$ cat src/core/pwm_tb_defines.svh
// register offsets, field positions, reset values for the pwm time base
// assumes inclusion by bare name from design files
`ifndef PWM_TB_DEFINES_SVH
`define PWM_TB_DEFINES_SVH
`define OFS_CONTROL     8'h00
`define OFS_COUNTER     8'h04
`define OFS_PERIOD      8'h08
`define OFS_TRIGGER     8'h0c
`define OFS_IRQ_STATUS  8'h10
`define OFS_IRQ_MASK    8'h14
`define BIT_ON          15
`define BIT_IDLE_STOP   13
`define BIT_DIR         15
`define BIT_TRIG_DIR    15
`define MODE_LSB        0
`define RST_CONTROL     16'h0000
`define RST_COUNTER     15'h0000
`define RST_PERIOD      15'h0000
`define IRQ_FAULT       0
`define IRQ_TRIGGER     1
`define IRQ_WRAP        2
`define IRQ_BITS        3
`endif

$ cat src/core/pwm_tb_pkg.sv
// types shared by the pwm time base files
// assumes no other package
package pwm_tb_pkg;
    typedef enum logic [1:0] {
        MODE_FREE   = 2'h0,
        MODE_SINGLE = 2'h1,
        MODE_UPDN   = 2'h2,
        MODE_UPDN2  = 2'h3
    } tb_mode_t;
    typedef enum logic [2:0] {
        PWR_RUN   = 3'h1,
        PWR_IDLE  = 3'h2,
        PWR_SLEEP = 3'h4
    } pwr_state_t;
endpackage : pwm_tb_pkg

$ cat src/core/tb_count_if.sv
// signals between the time base top and its counter core
// assumes a single clock domain
`timescale 1ns/1ns
`default_nettype none
interface tb_count_if;
    logic        run;
    logic [1:0]  mode;
    logic [14:0] period;
    logic        load;
    logic [14:0] load_val;
    logic [14:0] count;
    logic        down;
    logic        wrap;
    logic        stopped;
    modport top  (output run, mode, period, load, load_val,
                  input count, down, wrap);
    modport core (input run, mode, period, load, load_val,
                  output count, down, wrap, stopped);
endinterface : tb_count_if
`default_nettype wire

$ cat src/core/pwm_time_base_lowpower.sv
// pwm time base with low-power behaviour, registers over axi4-lite
// assumes power state inputs and fault pins synchronous to aclk
`timescale 1ns/1ns
`default_nettype none
`include "pwm_tb_defines.svh"
module pwm_time_base_lowpower
    import pwm_tb_pkg::*;
(
    input  wire logic        aclk,            // clock 125 MHz
    input  wire logic        aresetn,         // sync reset, low
    input  wire logic [7:0]  s_axi_awaddr,    // write address
    input  wire logic        s_axi_awvalid,   // write address valid
    output logic             s_axi_awready,   // write address ready
    input  wire logic [31:0] s_axi_wdata,     // write data
    input  wire logic [3:0]  s_axi_wstrb,     // write strobes
    input  wire logic        s_axi_wvalid,    // write data valid
    output logic             s_axi_wready,    // write data ready
    output logic [1:0]       s_axi_bresp,     // write response
    output logic             s_axi_bvalid,    // write response valid
    input  wire logic        s_axi_bready,    // write response ready
    input  wire logic [7:0]  s_axi_araddr,    // read address
    input  wire logic        s_axi_arvalid,   // read address valid
    output logic             s_axi_arready,   // read address ready
    output logic [31:0]      s_axi_rdata,     // read data
    output logic [1:0]       s_axi_rresp,     // read response
    output logic             s_axi_rvalid,    // read data valid
    input  wire logic        s_axi_rready,    // read data ready
    input  wire logic        cpu_idle,        // processor in idle
    input  wire logic        cpu_sleep,       // processor in sleep
    input  wire logic        fault_input_a_n, // fault a, low active
    input  wire logic        fault_input_b_n, // fault b, low active
    output logic             wake_request,    // wake processor
    output logic             special_trigger, // special event pulse
    output logic             irq              // level interrupt
);
    logic [15:0]          control_reg;
    logic [14:0]          period_reg;
    logic [15:0]          trigger_reg;
    logic [`IRQ_BITS-1:0] status_reg;
    logic [`IRQ_BITS-1:0] mask_reg;
    logic [7:0]           awaddr_reg;
    logic [31:0]          wdata_reg;
    logic [3:0]           wstrb_reg;
    logic                 aw_full_reg;
    logic                 w_full_reg;
    logic                 bvalid_reg;
    logic                 bad_w_reg;
    logic [31:0]          rdata_reg;
    logic                 rvalid_reg;
    logic                 bad_r_reg;
    logic                 wake_reg;
    logic                 trig_reg;
    logic                 wr_fire;
    logic                 rd_fire;
    logic                 wr_ok;
    logic                 rd_ok;
    logic [31:0]          rd_word;
    logic                 fault_any;
    logic                 trig_hit;
    logic [`IRQ_BITS-1:0] events;
    pwr_state_t           pwr;

    tb_count_if cnt ();

    tb_counter u_counter (
        .aclk    (aclk),
        .aresetn (aresetn),
        .cnt     (cnt)
    );

    // power state, sleep dominating idle
    always_comb begin
        if (cpu_sleep) begin
            pwr = PWR_SLEEP;
        end else if (cpu_idle) begin
            pwr = PWR_IDLE;
        end else begin
            pwr = PWR_RUN;
        end
    end

    // axi write channel: address and data taken in either order
    assign s_axi_awready = !aw_full_reg && !bvalid_reg;
    assign s_axi_wready  = !w_full_reg && !bvalid_reg;
    assign wr_fire       = aw_full_reg && w_full_reg && !bvalid_reg;
    assign s_axi_bvalid  = bvalid_reg;
    assign s_axi_bresp   = bad_w_reg ? 2'h2 : 2'h0;

    always_ff @(posedge aclk) begin
        if (!aresetn) begin
            aw_full_reg <= 1'b0;
            w_full_reg  <= 1'b0;
            awaddr_reg  <= 8'h00;
            wdata_reg   <= 32'h0000_0000;
            wstrb_reg   <= 4'h0;
            bvalid_reg  <= 1'b0;
            bad_w_reg   <= 1'b0;
        end else begin
            if (s_axi_awvalid && s_axi_awready) begin
                aw_full_reg <= 1'b1;
                awaddr_reg  <= s_axi_awaddr;
            end
            if (s_axi_wvalid && s_axi_wready) begin
                w_full_reg <= 1'b1;
                wdata_reg  <= s_axi_wdata;
                wstrb_reg  <= s_axi_wstrb;
            end
            if (wr_fire) begin
                aw_full_reg <= 1'b0;
                w_full_reg  <= 1'b0;
                bvalid_reg  <= 1'b1;
                bad_w_reg   <= !wr_ok;
            end else if (bvalid_reg && s_axi_bready) begin
                bvalid_reg <= 1'b0;
            end
        end
    end

    // write address decode
    always_comb begin
        if (awaddr_reg == `OFS_CONTROL) begin
            wr_ok = 1'b1;
        end else if (awaddr_reg == `OFS_COUNTER) begin
            wr_ok = 1'b1;
        end else if (awaddr_reg == `OFS_PERIOD) begin
            wr_ok = 1'b1;
        end else if (awaddr_reg == `OFS_TRIGGER) begin
            wr_ok = 1'b1;
        end else if (awaddr_reg == `OFS_IRQ_STATUS) begin
            wr_ok = 1'b1;
        end else if (awaddr_reg == `OFS_IRQ_MASK) begin
            wr_ok = 1'b1;
        end else begin
            wr_ok = 1'b0;
        end
    end

    // control: bits 15, 13 and 7:0 writable, others read zero
    always_ff @(posedge aclk) begin
        if (!aresetn) begin
            control_reg <= `RST_CONTROL;
        end else if (wr_fire && awaddr_reg == `OFS_CONTROL) begin
            if (wstrb_reg[1]) begin
                control_reg[15:8] <= wdata_reg[15:8] & 8'ha0;
            end
            if (wstrb_reg[0]) begin
                control_reg[7:0] <= wdata_reg[7:0];
            end
        end
    end

    always_ff @(posedge aclk) begin
        if (!aresetn) begin
            period_reg  <= `RST_PERIOD;
            trigger_reg <= 16'h0000;
            mask_reg    <= {`IRQ_BITS{1'b0}};
        end else if (wr_fire) begin
            if (awaddr_reg == `OFS_PERIOD) begin
                if (wstrb_reg[1]) period_reg[14:8] <= wdata_reg[14:8];
                if (wstrb_reg[0]) period_reg[7:0]  <= wdata_reg[7:0];
            end
            if (awaddr_reg == `OFS_TRIGGER) begin
                if (wstrb_reg[1]) trigger_reg[15:8] <= wdata_reg[15:8];
                if (wstrb_reg[0]) trigger_reg[7:0]  <= wdata_reg[7:0];
            end
            if (awaddr_reg == `OFS_IRQ_MASK && wstrb_reg[0]) begin
                mask_reg <= wdata_reg[`IRQ_BITS-1:0];
            end
        end
    end

    // count load: only bits 14:0 reach the counter, bit 15 dropped
    always_comb begin
        cnt.load     = wr_fire && awaddr_reg == `OFS_COUNTER
                       && (wstrb_reg[1:0] != 2'h0);
        cnt.load_val = cnt.count;
        if (wstrb_reg[1]) cnt.load_val[14:8] = wdata_reg[14:8];
        if (wstrb_reg[0]) cnt.load_val[7:0]  = wdata_reg[7:0];
    end

    // counter steering
    assign cnt.run = control_reg[`BIT_ON]
                     && !(control_reg[`BIT_IDLE_STOP]
                          && pwr == PWR_IDLE);
    assign cnt.mode   = control_reg[`MODE_LSB+1:`MODE_LSB];
    assign cnt.period = period_reg;

    // special trigger: count match plus direction match in up/down modes
    assign trig_hit = cnt.run
        && cnt.count == trigger_reg[14:0]
        && (cnt.mode[1] == 1'b0
            || trigger_reg[`BIT_TRIG_DIR] == cnt.down);

    // fault pins and wake-up
    assign fault_any = !fault_input_a_n || !fault_input_b_n;

    always_ff @(posedge aclk) begin
        if (!aresetn) begin
            wake_reg <= 1'b0;
            trig_reg <= 1'b0;
        end else begin
            wake_reg <= (pwr == PWR_SLEEP) && fault_any;
            trig_reg <= trig_hit;
        end
    end
    assign wake_request    = wake_reg;
    assign special_trigger = trig_reg;

    // sticky status, write one to clear, set wins
    assign events[`IRQ_FAULT]   = (pwr == PWR_SLEEP) && fault_any;
    assign events[`IRQ_TRIGGER] = trig_hit;
    assign events[`IRQ_WRAP]    = cnt.wrap;

    always_ff @(posedge aclk) begin
        if (!aresetn) begin
            status_reg <= {`IRQ_BITS{1'b0}};
        end else begin
            status_reg <= (status_reg
                & ~((wr_fire && awaddr_reg == `OFS_IRQ_STATUS
                     && wstrb_reg[0])
                    ? wdata_reg[`IRQ_BITS-1:0] : {`IRQ_BITS{1'b0}}))
                | events;
        end
    end
    assign irq = |(status_reg & mask_reg);

    // axi read channel
    assign s_axi_arready = !rvalid_reg;
    assign rd_fire       = s_axi_arvalid && s_axi_arready;
    assign s_axi_rvalid  = rvalid_reg;
    assign s_axi_rdata   = rdata_reg;
    assign s_axi_rresp   = bad_r_reg ? 2'h2 : 2'h0;

    always_comb begin
        rd_ok   = 1'b1;
        rd_word = 32'h0000_0000;
        if (s_axi_araddr == `OFS_CONTROL) begin
            rd_word[15:0] = control_reg;
        end else if (s_axi_araddr == `OFS_COUNTER) begin
            rd_word[`BIT_DIR] = cnt.down;
            rd_word[14:0]     = cnt.count;
        end else if (s_axi_araddr == `OFS_PERIOD) begin
            rd_word[14:0] = period_reg;
        end else if (s_axi_araddr == `OFS_TRIGGER) begin
            rd_word[15:0] = trigger_reg;
        end else if (s_axi_araddr == `OFS_IRQ_STATUS) begin
            rd_word[`IRQ_BITS-1:0] = status_reg;
        end else if (s_axi_araddr == `OFS_IRQ_MASK) begin
            rd_word[`IRQ_BITS-1:0] = mask_reg;
        end else begin
            rd_ok = 1'b0;
        end
    end

    always_ff @(posedge aclk) begin
        if (!aresetn) begin
            rvalid_reg <= 1'b0;
            rdata_reg  <= 32'h0000_0000;
            bad_r_reg  <= 1'b0;
        end else if (rd_fire) begin
            rvalid_reg <= 1'b1;
            rdata_reg  <= rd_word;
            bad_r_reg  <= !rd_ok;
        end else if (rvalid_reg && s_axi_rready) begin
            rvalid_reg <= 1'b0;
        end
    end
endmodule : pwm_time_base_lowpower
`default_nettype wire

$ cat src/core/tb_counter.sv
// 15-bit time base counter with up, up/down and single pulse modes
// assumes the top gates run for enable and idle stop
`timescale 1ns/1ns
`default_nettype none
`include "pwm_tb_defines.svh"
module tb_counter
    import pwm_tb_pkg::*;
(
    input  wire logic  aclk,     // clock
    input  wire logic  aresetn,  // sync reset, low
    tb_count_if.core   cnt       // counter link
);
    logic [14:0] count_reg;
    logic        down_reg;
    logic        wrap_reg;
    logic        done_reg;
    tb_mode_t    mode;

    assign mode        = tb_mode_t'(cnt.mode);
    assign cnt.count   = count_reg;
    assign cnt.down    = down_reg;
    assign cnt.wrap    = wrap_reg;
    assign cnt.stopped = done_reg;

    always_ff @(posedge aclk) begin
        if (!aresetn) begin
            count_reg <= `RST_COUNTER;
            down_reg  <= 1'b0;
            done_reg  <= 1'b0;
            wrap_reg  <= 1'b0;
        end else begin
            wrap_reg <= 1'b0;
            if (cnt.load) begin
                count_reg <= cnt.load_val;
                done_reg  <= 1'b0;
            end else if (!cnt.run) begin
                done_reg <= 1'b0;
            end else if (mode == MODE_UPDN || mode == MODE_UPDN2) begin
                if (!down_reg) begin
                    if (count_reg >= cnt.period) begin
                        down_reg  <= 1'b1;
                        count_reg <= count_reg - 15'h0001;
                        wrap_reg  <= (mode == MODE_UPDN2);
                    end else begin
                        count_reg <= count_reg + 15'h0001;
                    end
                end else begin
                    if (count_reg == 15'h0000 ||
                        count_reg == 15'h0001) begin
                        down_reg  <= 1'b0;
                        wrap_reg  <= (count_reg == 15'h0001);
                    end
                    if (count_reg != 15'h0000) begin
                        count_reg <= count_reg - 15'h0001;
                    end
                end
            end else begin
                down_reg <= 1'b0;
                if (done_reg) begin
                    count_reg <= count_reg;
                end else if (count_reg >= cnt.period) begin
                    count_reg <= 15'h0000;
                    wrap_reg  <= 1'b1;
                    done_reg  <= (mode == MODE_SINGLE);
                end else begin
                    count_reg <= count_reg + 15'h0001;
                end
            end
        end
    end
endmodule : tb_counter
`default_nettype wire
$ cat config.mk
export PLATFORM = sky130hd
export DESIGN_NAME = pwm_time_base_lowpower
export DESIGN_NICKNAME = d
export VERILOG_FILES = /design/src/core/pwm_tb_pkg.sv /design/src/core/tb_count_if.sv /design/src/core/pwm_time_base_lowpower.sv /design/src/core/tb_counter.sv
export VERILOG_INCLUDE_DIRS = /design/src /design/src/core
export SDC_FILE = /design/constraint.sdc
export NUM_CORES = 1
export LEC_CHECK = 0
export ABC_AREA = 1
export BUFFER_PORTS_ARGS = -buffer_cell sky130_fd_sc_hd__clkbuf_2
export CAP_MARGIN = 20
export CELL_PAD_IN_SITES_DETAIL_PLACEMENT = 0
export CELL_PAD_IN_SITES_GLOBAL_PLACEMENT = 2
export CORE_AREA = 2 2 147 149
export CTS_BUF_LIST = sky130_fd_sc_hd__clkbuf_4
export CTS_CLUSTER_DIAMETER = 30
export DETAILED_ROUTE_END_ITERATION = 12
export DIE_AREA = 0 0 149 151
export PLACE_DENSITY_LB_ADDON = 0.3
export SLEW_MARGIN = 10
export SYNTH_ARGS = -nofsm -noshare
export SYNTH_HDL_FRONTEND = slang
export SYNTH_SLANG_ARGS = --single-unit
export TNS_END_PERCENT = 10
$ cat constraint.sdc
create_clock -name aclk -period 2.18 [get_ports aclk]
set_input_delay 0.436 -clock aclk [delete_from_list [all_inputs] [get_ports aclk]]
set_output_delay 0.436 -clock aclk [all_outputs]
set_load 0.02 [all_outputs]
==> flow_summary.yaml <==
status:
  run_status: "complete, no violations"
timing:
  post-route-period-util: 0.9302
  achievable-frequency_mhz: 493.1
  hold_viol_final: 0
  final-max-slew-violation-count: 0
  finalWorstSetupSlack_ns: 0.1522
  period_minus_slack_ns: 2.028
  setup_viol: 0
  finalClockSkew_ns: 0.02063
  worst-slew-pin-transition_ns: 0.8098
  max_slew_margin: 0.4601
logic_synthesis:
  synthCells: 925
  yosys.cell_types.count: 38
  async_reset_ff_frac: 0
  synth_largest_area_cell: "sky130_fd_sc_hd__dfxtp_1"
  syn_area_per_cell_um2: 6.947
  ys_seq_elements: 115
  ys_seq_area_frac: 0.3583
  post_synth_top_area_share: 0.3583
  synth_warnings: 0
  synthFlopType: "sky130_fd_sc_hd__dfxtp_1"
  synth_cell_area_um2: 6426
  synth-edff-count: 0
  synthTopCellsByArea: "sky130_fd_sc_hd__dfxtp_1, sky130_fd_sc_hd__nand2_1, sky130_fd_sc_hd__nor2_1"
critical_path:
  crit_path_arrival_time_ns: 2.43
  worstSetupStartpointType: "flip-flop"
  end_kind: "flip-flop"
  path_class: "reg2reg"
  worst-endpoint-required_ns: 2.58
  critical_path_peak_fanout: 18
floorplan:
  io_pins: 107
  placementRows: 53
  core_um2: 20820
  fp.dieArea_um2: 22500
  chipHeight_um: 151
  initial_utilization: 0.3086
  die_width_um: 149
cells_and_area:
  multiInputGateArea_um2: 3485
  drive_gt1_frac: 0.1987
  layout.filler_cells: 2337
  syn_to_final_growth_pct: 18.98
  finalNetCount: 1110
  sequential_cell_area_um2: 2306
  final_common_cell: "sky130_fd_sc_hd__nand2_1"
  postLayoutCoreUtil: 0.3672
  highest_count_cells_in_the_layout_ignoring_fill_and_taps: "sky130_fd_sc_hd__nand2_1, sky130_fd_sc_hd__nor2_1, sky130_fd_sc_hd__dfxtp_1"
place:
  place_ws_ns: 0.002345
  dpl.hpwl_mm: 16.01
  port_buffers: 70
  gp_congestion: 0.7802
pwr:
  p_per_area_nw_per_um2: 558.5
  standby_leakage_power_nw: 3.285
  peak_supply_drop_mv: 0.2836
cts:
  tritoncts_clock_tree: "built"
  clk_latency_ns: 0.55
  cts_hold_repair.buffers: 0
  cts_max_level: 4
  cts_setup_buffers: 0
  clock_root_buffer_master: "sky130_fd_sc_hd__clkbuf_4"
  cts_buffers: 17
  numClockSinks: 115
  cts-root-to-sink-buffers: 2
  clk_pin_slew_ns: 0.13
grt:
  global_route_wire_length_before_repair_mm: 34.14
  global_route.overflow_total: 0
  grt_antenna_before_repair: 1
  grt_max_degree: 63
  via_count_of_the_first_global_routing_pass: 6042
  grt.total_usage: 0.1988
drt:
  route.vias.total: 6253
  drt-total-wl_mm: 21.67
  post_drt_via_cell_ratio: 4.744
  drt_pass1_iterations: 5
  drt-initial-drc-count: 276
  drt-wirelength-per-cell_um: 16.44
  number_of_drc_violations_after_detailed_routing: 0
  final_antenna_net_count: 0
hold_path:
  hold_class: "in2reg"
job:
  maxCapViolations: 0
==> cells in the mapped netlist, drive strengths merged (2+ instances only) <==
cell type  count
nand2        170
nor2         120
dfxtp        115
inv          111
a21oi         93
o21ai         62
nand3         50
a211oi        34
buf           34
clkbuf        26
xor2          23
ha            18
nor3          15
nand4         10
o22ai          9
o211ai         7
o221ai         7
nor4           3
xnor2          3
a221oi         2
a31oi          2
clkinv         2
nand3b         2
o2111ai        2
o31ai          2
==> timing repair <==
item,CTS,global route
pin swaps,0,4
endpoints found under the hold margin,0,0
endpoints found under the setup margin,2,16
gates resized for setup,1,25
==> final cells by class <==
cell class,count,area share
multi-input cells,654,0.4557
flip-flops and latches,115,0.3016
repair buffers,128,0.1059
diodes,1,0.0003273
clock inverters,15,0.01931
clock buffers,17,0.01669
well taps,275,0.04500
inverters,113,0.05547
==> through the flow <==
stage,TNS [ns],instance area (um2),power [W],hold slack [ns],instances
2_1_floorplan,0,6490,0.002567,0.4153,942
3_3_place_gp,0,7293,0.002729,0.4341,1285
3_5_place_dp,0,7293,0.002729,0.4370,1285
4_1_cts,0,7572,0.004335,0.06737,1317
5_1_grt,-0.02254,7646,0.004490,0.07980,1318
6_report,0,7646,0.004270,0.1282,1318
==> report_power, final <==
| part | internal, W | switching, W |
|---|---|---|
| Sequential | 0.00217 | 0.0000415 |
| Combinational | 0.000142 | 0.000328 |
| Clock | 0.000593 | 0.000997 |
==> critical path, cell delays in order (launching register included) <==
cell and delay [ns]:
sky130_fd_sc_hd__dfxtp_1 0.35, sky130_fd_sc_hd__inv_1 0.07, sky130_fd_sc_hd__ha_1 0.32, sky130_fd_sc_hd__nand2_2 0.09, sky130_fd_sc_hd__inv_1 0.05, sky130_fd_sc_hd__a21oi_2 0.18
sky130_fd_sc_hd__o21ai_2 0.08, sky130_fd_sc_hd__nor2_2 0.15, sky130_fd_sc_hd__nand3_2 0.11, sky130_fd_sc_hd__buf_8 0.17, sky130_fd_sc_hd__nand3_1 0.07, sky130_fd_sc_hd__nand3_1 0.11
sky130_fd_sc_hd__nand2_1 0.09, sky130_fd_sc_hd__a21oi_1 0.05
==> path summary, 6_finish.rpt <==
path	from	endpoint	slack [ns]	cells past startpoint
worst max register to register	cnt.period[14]$_SDFFE_PN0P_	u_counter.cnt.count[13]$_SDFFE_PN0P_	0.15	13
worst max-delay path	cnt.period[14]$_SDFFE_PN0P_	u_counter.cnt.count[13]$_SDFFE_PN0P_	0.15	13
worst min register to register	u_counter.cnt.wrap$_SDFF_PP0_	status_reg[2]$_SDFF_PN0_	0.46	2
worst min-delay path	s_axi_bready	s_axi_bvalid$_SDFFE_PN0P_	0.13	4
==> logic make-up (layout without fill, tap and decap cells) <==
kind of cell               Yosys count  count (layout)  share of synthesized area
xor gates and xnor gates            26              26                    0.03544
AOI/OAI and AO/OA                  222             222                     0.2062
other                                1              19                  0.0005836
DFF                                115             115                     0.3583
adders and majority gates           18              18                    0.03505
and+or+nand+nor                    370             370                     0.2457
buffers and inverters              173             273                     0.1188
==> routing by layer <==
metal,vias up,track usage,part of all wire
met5,-,0,0
met4,0,0.04857,0.0090
met3,14,0.03765,0.035
met2,125,0.3249,0.46
met1,2862,0.2713,0.49
li1,3252,-,-
(Power assumes the default switching activity.)
